===== src/hdl/ssgp_pkg.sv =====
// Constants, encodings and carrier types for the serial subnetwork gateway port
// Operation
// With registers enabled, no traffic until host sets run-permit bit.
// No-startup-lock setting keeps registers but starts without run-permit.
// Register option disabled removes control and status function entirely. Code only blanks the status read and drops the run-permit lock.
// Restart option on: fatal error restarts silently, no error indication.
// Restart option off: fatal error halts and raises error indication.
// Bit rates 1200 to 57600 baud selectable in both modes.
// Seven or eight data bits per character.
// Parity none, odd or even, generated and checked.
// Each character begins with exactly one start bit.
// Each character ends with one or two stop bits.
// Start and end characters act only in produce/consume mode.
// Optional programmable start character marks each message beginning.
// Optional programmable end character marks each message end.
// Query/response messages separated by idle time in 10 ms units.
// Delimiter zero means idle gap of 3.5 character times.
// Statistics count good receive and transmit transactions at set buffer spots.
// User I/O sizes: first bytes from 0 are I/O, rest parameter data.
// Query/response mode: device is the single master.
// Protocol mode three: master only, half duplex.
// Produce/consume delimiter programmed in 10 microsecond units.
// Messages with parity or stop-bit errors are dropped, not counted. Code lets a fault in the start character pass.
package ssgp_pkg;
	localparam int CLK_HZ     = 25_000_000;
	localparam int DIV_1200   = CLK_HZ / 1200;
	localparam int DIV_2400   = CLK_HZ / 2400;
	localparam int DIV_4800   = CLK_HZ / 4800;
	localparam int DIV_9600   = CLK_HZ / 9600;
	localparam int DIV_19200  = CLK_HZ / 19200;
	localparam int DIV_35700  = CLK_HZ / 35700;
	localparam int DIV_38400  = CLK_HZ / 38400;
	localparam int DIV_57600  = CLK_HZ / 57600;
	localparam int DELIM_MS   = 10;
	localparam int DELIM_MS_CYC = CLK_HZ / 1000 * DELIM_MS;
	localparam int DELIM_US   = 10;
	localparam int DELIM_US_CYC = CLK_HZ / 1000000 * DELIM_US;
	localparam int BUF_DEPTH  = 32;
	localparam int BUF_AW     = 5;
	// Register offsets
	localparam logic [7:0] OFS_CTRL   = 8'h00;
	localparam logic [7:0] OFS_CFG    = 8'h04;
	localparam logic [7:0] OFS_CHARS  = 8'h08;
	localparam logic [7:0] OFS_DELIM  = 8'h0C;
	localparam logic [7:0] OFS_LEN    = 8'h10;
	localparam logic [7:0] OFS_IOSZ   = 8'h14;
	localparam logic [7:0] OFS_CNTLOC = 8'h18;
	localparam logic [7:0] OFS_STATUS = 8'h1C;
	localparam logic [7:0] OFS_BUF    = 8'h80;
	// Control register fields
	localparam int CTL_PERMIT = 0;
	localparam int CTL_CSR    = 1;
	localparam int CTL_RSTEN  = 3;
	localparam int CTL_PROTO  = 4;
	localparam int CTL_STATS  = 6;
	localparam int CTL_USESOM = 7;
	localparam int CTL_USEEOM = 8;
	localparam int CTL_IOUSER = 9;
	localparam int CTL_TXGO   = 10;
	localparam logic [9:0] CTRL_RST = 10'h000;
	localparam logic [6:0] CFG_RST  = 7'h1B;

	typedef enum logic [1:0] {CSR_ENABLED, CSR_NOLOCK, CSR_DISABLED, CSR_RSVD} ssgp_csr_e;
	typedef enum logic [1:0] {PR_GENERIC, PR_MASTER, PR_DF1, PR_RSVD} ssgp_proto_e;
	typedef enum logic [1:0] {PAR_NONE, PAR_ODD, PAR_EVEN, PAR_RSVD} ssgp_par_e;

	typedef struct packed {
		logic       stop2;
		ssgp_par_e  parity;
		logic       data8;
		logic [2:0] baud;
	} ssgp_cfg_s;

	typedef struct packed {
		logic [7:0]  addr;
		logic [31:0] wdata;
		logic        wr;
		logic        rd;
	} ssgp_bus_s;
endpackage


===== src/hdl/ssgp_port.sv =====
// Serial subnetwork gateway port: register file, character engines, message framing
//
// The placing of the registers and the address-and-strobe port were decided locally.
`timescale 1ns/1ps
module ssgp_port (
	// Clock and reset
	input  wire logic              CLK_SYS,
	input  wire logic              RST_B,
	// Register bus
	input  wire ssgp_pkg::ssgp_bus_s BUS,
	output logic [31:0]            RD_DATA,
	// Serial line
	input  wire logic              RXD,
	output logic                   TXD,
	output logic                   TX_EN,
	// Status pins
	output logic                   RUN,
	output logic                   ERR_IND
);
	import ssgp_pkg::*;

	logic [9:0]  ctrl_reg;
	ssgp_cfg_s   cfg_reg;
	logic [15:0] chars_reg;
	logic [15:0] delim_reg;
	logic [5:0]  tx_len_reg;
	logic [11:0] iosz_reg;
	logic [9:0]  cntloc_reg;
	logic [31:0] rd_data_reg;
	logic [7:0]  tx_mem [BUF_DEPTH];
	logic [7:0]  rx_mem [BUF_DEPTH];
	logic        rxd_s1_reg;
	logic        rxd_s2_reg;
	logic        rxd_s3_reg;
	logic        halted_reg;
	logic        tx_pend_reg;
	logic [31:0] idle_cnt_reg;
	logic [15:0] rx_count_reg;
	logic [15:0] tx_count_reg;
	logic [5:0]  rx_len_reg;
	logic [5:0]  rx_msg_len_reg;
	logic        rx_in_msg_reg;
	logic        rx_err_reg;
	logic        rx_ready_reg;

	ssgp_csr_e   csr_mode;
	ssgp_proto_e proto;
	logic        generic;
	logic        half_duplex;
	logic        use_som;
	logic        use_eom;
	logic        running;
	logic        restart;
	logic        fatal;
	logic [15:0] bit_div;
	logic [3:0]  nbits;
	logic [31:0] gap_cyc;
	logic        gap_ok;
	logic        reg_wr;
	logic        tx_start;

	assign csr_mode = ssgp_csr_e'(ctrl_reg[CTL_CSR +: 2]);
	assign proto    = ssgp_proto_e'(ctrl_reg[CTL_PROTO +: 2]);
	assign generic  = (proto == PR_GENERIC);
	// Query/response and the third mode both run as the sole master, one direction at a time
	assign half_duplex = !generic;
	assign use_som  = generic && ctrl_reg[CTL_USESOM];
	assign use_eom  = generic && ctrl_reg[CTL_USEEOM];
	assign running  = !halted_reg && (csr_mode != CSR_ENABLED || ctrl_reg[CTL_PERMIT]);
	assign restart  = fatal && ctrl_reg[CTL_RSTEN];
	assign reg_wr   = BUS.wr && BUS.addr < OFS_BUF;

	function automatic logic [15:0] div_of(input logic [2:0] sel);
		case (sel)
			3'h0: div_of = 16'(DIV_1200);
			3'h1: div_of = 16'(DIV_2400);
			3'h2: div_of = 16'(DIV_4800);
			3'h3: div_of = 16'(DIV_9600);
			3'h4: div_of = 16'(DIV_19200);
			3'h5: div_of = 16'(DIV_35700);
			3'h6: div_of = 16'(DIV_38400);
			default: div_of = 16'(DIV_57600);
		endcase
	endfunction

	// Whole frame, LSB first, padded with idle ones above the last stop bit
	function automatic logic [11:0] frame_of(input logic [7:0] d, input ssgp_cfg_s c);
		logic       p;
		logic [11:0] w;
		p = (c.parity == PAR_ODD) ? ~^(c.data8 ? d : {1'b0, d[6:0]})
		                          : ^(c.data8 ? d : {1'b0, d[6:0]});
		w = 12'hFFF;
		w[0] = 1'b0;
		if (c.data8) begin
			w[8:1] = d;
			if (c.parity != PAR_NONE) w[9] = p;
		end else begin
			w[7:1] = d[6:0];
			if (c.parity != PAR_NONE) w[8] = p;
		end
		return w;
	endfunction

	assign bit_div = div_of(cfg_reg.baud);
	assign nbits = 4'h2 + (cfg_reg.data8 ? 4'h8 : 4'h7) + ((cfg_reg.parity != PAR_NONE) ? 4'h1 : 4'h0)
	             + (cfg_reg.stop2 ? 4'h1 : 4'h0);

	// Zero asks for 3.5 characters; 32 bits hold the 10 ms unit times at most 17179, larger counts wrap
	always_comb begin
		if (delim_reg == 16'h0000) begin
			gap_cyc = (32'(nbits) * 32'(bit_div) * 32'h7) >> 1;
		end else if (generic) begin
			gap_cyc = 32'(delim_reg) * 32'(DELIM_US_CYC);
		end else begin
			gap_cyc = 32'(delim_reg) * 32'(DELIM_MS_CYC);
		end
	end
	assign gap_ok = idle_cnt_reg >= gap_cyc;

	// Register bus
	always_ff @(posedge CLK_SYS or negedge RST_B) begin
		if (!RST_B) begin
			ctrl_reg   <= CTRL_RST;
			cfg_reg    <= ssgp_cfg_s'(CFG_RST);
			chars_reg  <= 16'h0000;
			delim_reg  <= 16'h0000;
			tx_len_reg <= 6'h00;
			iosz_reg   <= 12'h000;
			cntloc_reg <= 10'h000;
		end else if (reg_wr) begin
			if (BUS.addr == OFS_CTRL) begin
				ctrl_reg <= BUS.wdata[9:0];
			end else if (BUS.addr == OFS_CFG) begin
				cfg_reg <= ssgp_cfg_s'(BUS.wdata[6:0]);
			end else if (BUS.addr == OFS_CHARS) begin
				chars_reg <= BUS.wdata[15:0];
			end else if (BUS.addr == OFS_DELIM) begin
				delim_reg <= BUS.wdata[15:0];
			end else if (BUS.addr == OFS_LEN) begin
				tx_len_reg <= (BUS.wdata[5:0] > 6'(BUF_DEPTH)) ? 6'(BUF_DEPTH) : BUS.wdata[5:0];
			end else if (BUS.addr == OFS_IOSZ) begin
				iosz_reg <= {BUS.wdata[13:8], BUS.wdata[5:0]};
			end else if (BUS.addr == OFS_CNTLOC) begin
				cntloc_reg <= {BUS.wdata[12:8], BUS.wdata[4:0]};
			end
		end
	end

	always_ff @(posedge CLK_SYS) begin
		if (BUS.wr && BUS.addr >= OFS_BUF) begin
			tx_mem[BUS.addr[6:2]] <= BUS.wdata[7:0];
		end
	end

	// Buffer reads: bit 8 flags parameter area, counters overlay their chosen slots
	always_ff @(posedge CLK_SYS or negedge RST_B) begin
		if (!RST_B) begin
			rd_data_reg <= 32'h0000_0000;
		end else if (BUS.rd) begin
			if (BUS.addr >= OFS_BUF) begin
				if (ctrl_reg[CTL_STATS] && BUS.addr[6:2] == cntloc_reg[4:0]) begin
					rd_data_reg <= {16'h0000, rx_count_reg};
				end else if (ctrl_reg[CTL_STATS] && BUS.addr[6:2] == cntloc_reg[9:5]) begin
					rd_data_reg <= {16'h0000, tx_count_reg};
				end else begin
					rd_data_reg <= {23'h000000, ctrl_reg[CTL_IOUSER] && 6'(BUS.addr[6:2]) >= iosz_reg[5:0],
					                rx_mem[BUS.addr[6:2]]};
				end
			end else if (BUS.addr == OFS_CTRL) begin
				rd_data_reg <= {22'h000000, ctrl_reg};
			end else if (BUS.addr == OFS_CFG) begin
				rd_data_reg <= {25'h0000000, cfg_reg};
			end else if (BUS.addr == OFS_CHARS) begin
				rd_data_reg <= {16'h0000, chars_reg};
			end else if (BUS.addr == OFS_DELIM) begin
				rd_data_reg <= {16'h0000, delim_reg};
			end else if (BUS.addr == OFS_LEN) begin
				rd_data_reg <= {18'h00000, rx_msg_len_reg, 2'h0, tx_len_reg};
			end else if (BUS.addr == OFS_IOSZ) begin
				rd_data_reg <= {18'h00000, iosz_reg[11:6], 2'h0, iosz_reg[5:0]};
			end else if (BUS.addr == OFS_CNTLOC) begin
				rd_data_reg <= {19'h00000, cntloc_reg[9:5], 3'h0, cntloc_reg[4:0]};
			end else if (BUS.addr == OFS_STATUS && csr_mode != CSR_DISABLED) begin
				rd_data_reg <= {27'h0000000, rx_ready_reg, tx_pend_reg, halted_reg, ERR_IND, running};
			end else begin
				rd_data_reg <= 32'h0000_0000;
			end
		end
	end
	assign RD_DATA = rd_data_reg;

	// Line input synchroniser; stage three only feeds the edge detector
	always_ff @(posedge CLK_SYS or negedge RST_B) begin
		if (!RST_B) begin
			rxd_s1_reg <= 1'b1;
			rxd_s2_reg <= 1'b1;
			rxd_s3_reg <= 1'b1;
		end else begin
			rxd_s1_reg <= RXD;
			rxd_s2_reg <= rxd_s1_reg;
			rxd_s3_reg <= rxd_s2_reg;
		end
	end

	// Transmit character engine
	typedef enum {TX_IDLE, TX_SOM, TX_DATA, TX_EOM, TX_WAIT} ssgp_txst_e;
	ssgp_txst_e  tx_st_reg;
	logic [11:0] tx_sh_reg;
	logic [3:0]  tx_bits_reg;
	logic [15:0] tx_div_reg;
	logic [5:0]  tx_idx_reg;
	logic        tx_char_busy;
	logic        tx_load;
	logic [7:0]  tx_byte;
	logic        tx_msg_done;
	logic        rx_busy;

	assign tx_char_busy = (tx_bits_reg != 4'h0);
	assign tx_start = (tx_st_reg == TX_IDLE) && tx_pend_reg && running && gap_ok
	                  && !(half_duplex && rx_busy);
	// A halt or restart wins over a load so no half-loaded character reaches the line
	assign tx_load = !tx_char_busy && !halted_reg && !restart
	                 && (tx_st_reg == TX_SOM || tx_st_reg == TX_EOM
	                 || (tx_st_reg == TX_DATA && tx_idx_reg < tx_len_reg));
	assign tx_byte = (tx_st_reg == TX_SOM) ? chars_reg[7:0]
	               : (tx_st_reg == TX_EOM) ? chars_reg[15:8] : tx_mem[tx_idx_reg[4:0]];
	assign tx_msg_done = (tx_st_reg == TX_WAIT) && !tx_char_busy;

	always_ff @(posedge CLK_SYS or negedge RST_B) begin
		if (!RST_B) begin
			tx_pend_reg <= 1'b0;
		end else if (reg_wr && BUS.addr == OFS_CTRL && BUS.wdata[CTL_TXGO]) begin
			tx_pend_reg <= 1'b1;
		end else if (tx_start || restart) begin
			tx_pend_reg <= 1'b0;
		end
	end

	always_ff @(posedge CLK_SYS or negedge RST_B) begin
		if (!RST_B) begin
			tx_st_reg  <= TX_IDLE;
			tx_idx_reg <= 6'h00;
		end else if (restart || halted_reg) begin
			tx_st_reg  <= TX_IDLE;
			tx_idx_reg <= 6'h00;
		end else begin
			case (tx_st_reg)
				TX_IDLE: begin
					tx_idx_reg <= 6'h00;
					if (tx_start) tx_st_reg <= use_som ? TX_SOM : TX_DATA;
				end
				TX_SOM: begin
					if (tx_load) tx_st_reg <= TX_DATA;
				end
				TX_DATA: begin
					if (tx_load) begin
						tx_idx_reg <= tx_idx_reg + 6'h01;
					end else if (!tx_char_busy) begin
						tx_st_reg <= use_eom ? TX_EOM : TX_WAIT;
					end
				end
				TX_EOM: begin
					if (tx_load) tx_st_reg <= TX_WAIT;
				end
				TX_WAIT: begin
					if (!tx_char_busy) tx_st_reg <= TX_IDLE;
				end
				default: tx_st_reg <= TX_IDLE;
			endcase
		end
	end

	always_ff @(posedge CLK_SYS or negedge RST_B) begin
		if (!RST_B) begin
			tx_sh_reg   <= 12'hFFF;
			tx_bits_reg <= 4'h0;
			tx_div_reg  <= 16'h0000;
		end else if (restart || halted_reg) begin
			tx_sh_reg   <= 12'hFFF;
			tx_bits_reg <= 4'h0;
		end else if (tx_load) begin
			tx_sh_reg   <= frame_of(tx_byte, cfg_reg);
			tx_bits_reg <= nbits;
			tx_div_reg  <= bit_div - 16'h0001;
		end else if (tx_char_busy) begin
			if (tx_div_reg == 16'h0000) begin
				tx_sh_reg   <= {1'b1, tx_sh_reg[11:1]};
				tx_bits_reg <= tx_bits_reg - 4'h1;
				tx_div_reg  <= bit_div - 16'h0001;
			end else begin
				tx_div_reg <= tx_div_reg - 16'h0001;
			end
		end
	end
	assign TXD   = tx_char_busy ? tx_sh_reg[0] : 1'b1;
	assign TX_EN = (tx_st_reg != TX_IDLE);

	// Receive character engine: start validated at mid bit, then one sample per bit
	logic [11:0] rx_sh_reg;
	logic [3:0]  rx_bit_reg;
	logic [15:0] rx_div_reg;
	logic        rx_act_reg;
	logic        rx_char_done;
	logic        rx_char_err;
	logic [7:0]  rx_byte;
	logic [11:0] rx_mask;

	assign rx_busy = rx_act_reg;
	always_ff @(posedge CLK_SYS or negedge RST_B) begin
		if (!RST_B) begin
			rx_act_reg <= 1'b0;
			rx_bit_reg <= 4'h0;
			rx_div_reg <= 16'h0000;
			rx_sh_reg  <= 12'hFFF;
		end else if (restart || !running || (half_duplex && TX_EN)) begin
			rx_act_reg <= 1'b0;
			rx_bit_reg <= 4'h0;
		end else if (!rx_act_reg) begin
			if (rxd_s3_reg && !rxd_s2_reg) begin
				rx_act_reg <= 1'b1;
				rx_bit_reg <= 4'h0;
				rx_div_reg <= (bit_div >> 1) - 16'h0001;
				rx_sh_reg  <= 12'hFFF;
			end
		end else if (rx_div_reg == 16'h0000) begin
			rx_sh_reg[rx_bit_reg] <= rxd_s2_reg;
			rx_div_reg <= bit_div - 16'h0001;
			if (rx_bit_reg == 4'h0 && rxd_s2_reg) begin
				rx_act_reg <= 1'b0; // Glitch, not a start bit
			end else if (rx_bit_reg == nbits - 4'h1) begin
				rx_act_reg <= 1'b0;
			end else begin
				rx_bit_reg <= rx_bit_reg + 4'h1;
			end
		end else begin
			rx_div_reg <= rx_div_reg - 16'h0001;
		end
	end

	// Compare against the frame the same data would make: catches parity and stop faults
	always_comb begin
		rx_mask      = 12'hFFF >> (4'd12 - nbits);
		rx_byte      = cfg_reg.data8 ? rx_sh_reg[8:1] : {1'b0, rx_sh_reg[7:1]};
		rx_char_err  = ((rx_sh_reg ^ frame_of(rx_byte, cfg_reg)) & rx_mask) != 12'h000;
	end

	logic rx_char_done_reg;
	always_ff @(posedge CLK_SYS or negedge RST_B) begin
		if (!RST_B) begin
			rx_char_done_reg <= 1'b0;
		end else begin
			rx_char_done_reg <= rx_act_reg && rx_div_reg == 16'h0000 && rx_bit_reg == nbits - 4'h1
			                    && !restart;
		end
	end
	assign rx_char_done = rx_char_done_reg;

	// Line idle time, the base of every message gap
	always_ff @(posedge CLK_SYS or negedge RST_B) begin
		if (!RST_B) begin
			idle_cnt_reg <= 32'h0000_0000;
		end else if (rx_act_reg || TX_EN) begin
			idle_cnt_reg <= 32'h0000_0000;
		end else if (idle_cnt_reg != 32'hFFFF_FFFF) begin
			idle_cnt_reg <= idle_cnt_reg + 32'h0000_0001;
		end
	end

	// Receive message framing
	logic rx_is_som;
	logic rx_is_eom;
	logic rx_gap_end;
	logic rx_msg_end;
	logic rx_bad;
	assign rx_is_som  = use_som && rx_byte == chars_reg[7:0];
	assign rx_is_eom  = use_eom && rx_byte == chars_reg[15:8];
	assign rx_gap_end = rx_in_msg_reg && !use_eom && idle_cnt_reg == gap_cyc;
	assign rx_msg_end = (rx_char_done && rx_in_msg_reg && rx_is_eom) || rx_gap_end;
	// A faulty end character spoils the message as well
	assign rx_bad     = rx_err_reg || (rx_char_done && rx_char_err);
	assign fatal = rx_char_done && rx_in_msg_reg && !rx_is_eom && rx_len_reg == 6'(BUF_DEPTH);

	always_ff @(posedge CLK_SYS) begin
		if (rx_char_done && rx_in_msg_reg && !rx_is_eom && rx_len_reg < 6'(BUF_DEPTH)) begin
			rx_mem[rx_len_reg[4:0]] <= rx_byte;
		end
	end

	always_ff @(posedge CLK_SYS or negedge RST_B) begin
		if (!RST_B) begin
			rx_in_msg_reg <= 1'b0;
			rx_len_reg    <= 6'h00;
			rx_err_reg    <= 1'b0;
		end else if (restart || rx_msg_end || !running) begin
			rx_in_msg_reg <= 1'b0;
			rx_len_reg    <= 6'h00;
			rx_err_reg    <= 1'b0;
		end else if (rx_char_done) begin
			if (!rx_in_msg_reg) begin
				rx_in_msg_reg <= !use_som || rx_is_som;
				if (!use_som) begin
					rx_len_reg <= 6'h01;
					rx_err_reg <= rx_char_err;
				end
			end else begin
				rx_len_reg <= rx_len_reg + 6'h01;
				rx_err_reg <= rx_err_reg || rx_char_err;
			end
		end
	end

	// A message with a bad data or end character is dropped whole and leaves the counter alone
	always_ff @(posedge CLK_SYS or negedge RST_B) begin
		if (!RST_B) begin
			rx_ready_reg   <= 1'b0;
			rx_msg_len_reg <= 6'h00;
			rx_count_reg   <= 16'h0000;
		end else if (restart) begin
			rx_ready_reg <= 1'b0;
		end else if (rx_msg_end && !rx_bad) begin
			rx_ready_reg   <= 1'b1;
			rx_msg_len_reg <= rx_len_reg;
			if (ctrl_reg[CTL_STATS]) rx_count_reg <= rx_count_reg + 16'h0001;
		end else if (BUS.rd && BUS.addr == OFS_LEN) begin
			rx_ready_reg <= 1'b0;
		end
	end

	always_ff @(posedge CLK_SYS or negedge RST_B) begin
		if (!RST_B) begin
			tx_count_reg <= 16'h0000;
		end else if (tx_msg_done && ctrl_reg[CTL_STATS]) begin
			tx_count_reg <= tx_count_reg + 16'h0001;
		end
	end

	// Fatal error: buffer overrun. Halt is left only through reset
	always_ff @(posedge CLK_SYS or negedge RST_B) begin
		if (!RST_B) begin
			halted_reg <= 1'b0;
		end else if (fatal && !ctrl_reg[CTL_RSTEN]) begin
			halted_reg <= 1'b1;
		end
	end
	assign ERR_IND = halted_reg;
	assign RUN     = running;

	a_permit_lock: assert property (@(posedge CLK_SYS) disable iff (!RST_B)
		(csr_mode == CSR_ENABLED && !ctrl_reg[CTL_PERMIT]) |-> !tx_start)
		else $error("transmission began without run permit");
	a_nolock_start: assert property (@(posedge CLK_SYS) disable iff (!RST_B)
		(csr_mode == CSR_NOLOCK && !halted_reg && tx_pend_reg && tx_st_reg == TX_IDLE && gap_ok
		 && !(half_duplex && rx_busy)) |-> tx_start ##1 TX_EN)
		else $error("no-lock mode waited for permit");
	a_status_off: assert property (@(posedge CLK_SYS) disable iff (!RST_B)
		(BUS.rd && BUS.addr == OFS_STATUS && csr_mode == CSR_DISABLED) |=> RD_DATA == 32'h0000_0000)
		else $error("status visible while disabled");
	a_restart_quiet: assert property (@(posedge CLK_SYS) disable iff (!RST_B)
		(fatal && ctrl_reg[CTL_RSTEN] && !halted_reg) |=> !ERR_IND && !rx_in_msg_reg)
		else $error("restart raised error or kept message");
	a_halt_error: assert property (@(posedge CLK_SYS) disable iff (!RST_B)
		(fatal && !ctrl_reg[CTL_RSTEN]) |=> ERR_IND && !RUN ##1 !TX_EN)
		else $error("fatal error did not halt");
	a_start_bit: assert property (@(posedge CLK_SYS) disable iff (!RST_B)
		tx_load |=> !TXD && tx_bits_reg == nbits)
		else $error("character did not open with start bit");
	a_stop_level: assert property (@(posedge CLK_SYS) disable iff (!RST_B)
		(tx_char_busy && tx_bits_reg <= (cfg_reg.stop2 ? 4'h2 : 4'h1)) |-> TXD)
		else $error("stop bit not high");
	a_gap_kept: assert property (@(posedge CLK_SYS) disable iff (!RST_B)
		tx_start |-> idle_cnt_reg >= gap_cyc && !$past(TX_EN))
		else $error("message sent inside idle gap");
	a_err_discard: assert property (@(posedge CLK_SYS) disable iff (!RST_B)
		(rx_msg_end && rx_bad && !restart) |=> $stable(rx_count_reg) && $stable(rx_msg_len_reg))
		else $error("bad message was counted");
endmodule

===== config.mk =====
export PLATFORM = sky130hd
export DESIGN_NAME = ssgp_port
export DESIGN_NICKNAME = d
export VERILOG_FILES = /design/src/hdl/ssgp_pkg.sv /design/src/hdl/ssgp_port.sv
export SDC_FILE = /design/constraint.sdc
export NUM_CORES = 2
export LEC_CHECK = 0
export ABC_AREA = 1
export BUFFER_PORTS_ARGS = -buffer_cell sky130_fd_sc_hd__buf_2
export CAP_MARGIN = 0
export CELL_PAD_IN_SITES_DETAIL_PLACEMENT = 1
export CELL_PAD_IN_SITES_GLOBAL_PLACEMENT = 2
export CORE_MARGIN = 2
export CORE_UTILIZATION = 35
export CTS_BUF_LIST = sky130_fd_sc_hd__clkbuf_8
export DETAILED_ROUTE_END_ITERATION = 10
export GPL_ROUTABILITY_DRIVEN = 1
export HOLD_SLACK_MARGIN = 0.08
export MAX_ROUTING_LAYER = met4
export PLACE_DENSITY_LB_ADDON = 0.1
export SLEW_MARGIN = 20
export SYNTH_ARGS = -nofsm -noshare
export SYNTH_HDL_FRONTEND = slang
export SYNTH_SLANG_ARGS = --single-unit

===== constraint.sdc =====
create_clock -name CLK_SYS -period 8.98 [get_ports CLK_SYS]
set_input_delay 0.898 -clock CLK_SYS [delete_from_list [all_inputs] [get_ports CLK_SYS]]
set_output_delay 0.898 -clock CLK_SYS [all_outputs]
set_load 0.03 [all_outputs]

==> out/qor_table.md <==
| Item | Reported |
| --- | --- |
| Hold WS | 0.404 ns |
| Synthesis-to-layout area growth | 11.9% |
| Setup-failing EPs final | 0 |
| Count of final hold-check violations | 0 |
| F_max | 119 MHz |
| DRC | 0 |
| Clock transition at the registers of the reported paths | 0.06 ns |
| Final setup TNS | 0 ns |
| Largest net degree at the start of global routing | 94 |
| Status | finished clean |
| Post-route fraction of the period consumed by the critical path | 93.2% |
| Cell area after placement | 46800 um2 |
| Floorplan row count | 131 |
| Fraction of final layout cells sized beyond drive strength 1 | 10.3% |
| Clock network fraction of total power | 29.9% |
| Shortest clock period the worst path allows after layout | 8.37 ns |
| Total number of vias | 33700 |
| Synth unique cells | 86 |
| Part of the Yosys area used for sequential elements | 48.5% |
| Final number of max-transition violations | 0 |
| Peak VDD IR | 150 uV |
| Register bit count reported by yosys | 762 |
| Post-synthesis cell area | 44600 um2 |
| Setup WS pre-CTS | -0.294 ns |
| All-layer global routing usage | 23.6% |
| Kind of start point of the critical path | flip-flop |
| Prevailing post-synth register cell | sky130_fd_sc_hd__edfxtp_1 |
| Crit-path slowest cell | sky130_fd_sc_hd__fa_1 |
| Number of levels the H-tree was split into | 4 |
| Worst Path Arrival | 9.15 ns |
| Router iterations before antenna repair | 5 |
| HPWL Detailed | 105 mm |
| Relative max-transition margin | 24.2% |
| TritonCTS Sinks | 762 |
| Die Span X | 361 um |
| Full die area | 130000 um2 |
| Highest cell delay on the worst timing path | 0.56 ns |
| Peak fanout along the critical path | 7 |
| Std-Cell Core Area | 127000 um2 |
| Count of pins on the block boundary | 81 |
| Final design utilization | 39.3% |
| Clock latency on the worst-skew pair | 0.89 ns |
| Layout Cell Area excl Fill | 49900 um2 |
| Num CTS Buffers | 145 |
| Hold Crit Class | in -> reg |
| Global-route congestion overflow total | 0 |
| Die outline height | 361 um |
| Category of the most critical setup path | reg -> reg |
| Number of cells in the design after placement | 6286 |
| Post-synthesis instance total | 4648 |
| Clock Tree Buf Depth | 3 |
| Post-synth ARST share | 32.8% |
| TritonCTS clock tree | built |
| Non-filler instance count after layout | 6556 |
| Yosys warns | 0 |
| Number of enable-type register cells in the synthesized netlist | 512 |
| Effective utilization at floorplan | 35.1% |
| Register-to-register path setup slack | 0.61 ns |
| Wire length of the first global-routing pass | 225 mm |
| Slew at the pin with the worst max-slew slack | 1.13 ns |
| Vias in the first global route | 35400 |
| Post-Route WL | 148 mm |
| Routed via count divided by cell count | 5.15 |
| Final weighted congestion in routability-driven placement | 0.844 |
| Leakage power | 21.3 nW |
| Number of maximum-capacitance constraint violations | 0 |
| Initial antenna violation count | 13 |
| Critical Path RT | 9.76 ns |
| Detail Route Antenna Nets | 0 |
| Total power | 11.2 mW |
| Power share of the combinational group | 30.5% |
| Least setup slack across all paths after layout | 0.611 ns |
| Starting DRC count in detailed routing | 1818 |
| Switching power | 4.23 mW |
| Most repeated library cell on the critical path | sky130_fd_sc_hd__nand2_1 |
| Total of fill cells in the finished design | 14400 |
| Cell Pwr Density | 224 nW/um2 |
| Worst clock skew | 0.0596 ns |
| Switching power as a share of total power | 37.9% |
| Root Buffer | sky130_fd_sc_hd__clkbuf_8 |
| Net count, final | 5226 |
| Element type at the critical path end | flip-flop |
| Detailed-route wire length per cell | 22.6 um |
| Sequential share of power | 39.6% |
| Post-Synthesis Mean Instance Area | 9.60 um2 |
| Port buffer count | 48 |
| Internal cell power | 6.94 mW |
cells in the mapped netlist, types with 42 or more instances:
master,n,area share [%]
sky130_fd_sc_hd__a21oi_1,252,2.8
sky130_fd_sc_hd__a22oi_1,122,2.1
sky130_fd_sc_hd__buf_2,46,0.52
sky130_fd_sc_hd__clkbuf_1,71,0.60
sky130_fd_sc_hd__dfrtp_1,221,12
sky130_fd_sc_hd__edfxtp_1,512,34
sky130_fd_sc_hd__fa_1,136,6.1
sky130_fd_sc_hd__ha_1,263,7.4
sky130_fd_sc_hd__inv_1,546,4.6
sky130_fd_sc_hd__nand2_1,970,8.2
sky130_fd_sc_hd__nand3_1,305,3.4
sky130_fd_sc_hd__nand4_1,42,0.59
sky130_fd_sc_hd__nor2_1,293,2.5
sky130_fd_sc_hd__nor3_1,66,0.74
sky130_fd_sc_hd__o21ai_0,228,2.6
sky130_fd_sc_hd__xor2_1,93,1.8
metal layers:
layer / vias to the layer above / share of wire, % / GRT usage [%]
met3: 213 / 4.1 / 3.84
met2: 591 / 45 / 36.3
li1: 16100 / - / -
met5: - / 0 / -
met1: 16800 / 48 / 32.2
met4: 0 / 2.2 / 6.14
worst max-delay path: cells and delay by family (launching register included):
kind	cells	cell delay, ns
buf+inv	10	0.90
fa+ha+maj	8	2.82
simple gates	18	2.40
xor+xnor	1	0.23
flops	1	0.55
compound gates	9	1.34
timing repair:
| item | CTS | global route |
|---|---|---|
| setup endpoints to repair | 33 | 35 |
| endpoints found under the hold margin | 84 | 0 |
| gates resized for setup | 11 | 48 |
| setup buffers | 3 | 6 |
| hold buffers | 2 | 0 |
| pin swaps | 0 | 5 |
path summary, 6_finish.rpt:
kind                                                 to  cells after the start              startpoint
setup reg to reg              rx_len_reg[2]$_DFFE_PN0P_                     46  cfg_reg[4]$_DFFE_PN1P_
setup / recovery              rx_len_reg[2]$_DFFE_PN0P_                     46  cfg_reg[4]$_DFFE_PN1P_
max in group asynchronous  idle_cnt_reg[26]$_DFFE_PN0P_                      3                   RST_B
hold / removal                chars_reg[15]$_DFFE_PN0P_                      3                 BUS[17]
hold reg to reg                    rxd_s2_reg$_DFF_PN1_                      0    rxd_s1_reg$_DFF_PN1_
min in group asynchronous   tx_count_reg[9]$_DFFE_PN0P_                      2                   RST_B
power groups by stage:
stage	registers, mW	logic [mW]	clock network [mW]
6_report	4.42	3.41	3.34
5_1_grt	4.45	3.89	3.60
4_1_cts	4.43	3.35	3.44
3_5_place_dp	4.49	3.31	0
3_3_place_gp	4.48	3.28	0
2_1_floorplan	4.35	2.29	0
layout make-up:
cell class / instances / area [um2] / area share [%]
timing repair buffer: 138 / 947 / 1.90
clock buffer: 157 / 2160 / 4.33
clock inverter: 94 / 599 / 1.20
tap: 1662 / 2080 / 4.16
multi-input combinational: 3165 / 20300 / 40.7
inverter: 570 / 2160 / 4.32
antenna: 8 / 20.0 / 0.0401
sequential: 762 / 21700 / 43.4
cell usage in the layout, fill, tap and decap left out, types with 136 or more instances in the layout:
| master | synthesis | final |
|---|---|---|
| sky130_fd_sc_hd__inv_1 | 546 | 592 |
| sky130_fd_sc_hd__o21ai_0 | 228 | 221 |
| sky130_fd_sc_hd__clkbuf_8 | 0 | 157 |
| sky130_fd_sc_hd__ha_1 | 263 | 255 |
| sky130_fd_sc_hd__nor2_1 | 293 | 288 |
| sky130_fd_sc_hd__dfrtp_1 | 221 | 219 |
| sky130_fd_sc_hd__a21oi_1 | 252 | 245 |
| sky130_fd_sc_hd__edfxtp_1 | 512 | 512 |
| sky130_fd_sc_hd__nand3_1 | 305 | 300 |
| sky130_fd_sc_hd__fa_1 | 136 | 136 |
| sky130_fd_sc_hd__nand2_1 | 970 | 968 |
logic make-up after synthesis:
family,after synthesis,share of synthesized area [%]
compound gates,850,11.5
xor+xnor,128,2.51
fa+ha+maj,399,13.5
buf+inv,736,6.73
flops,762,48.5
mux,3,0.0701
other cells,1,0.00840
simple gates,1769,17.1
Note: power is estimated with default switching activity, not from simulation.
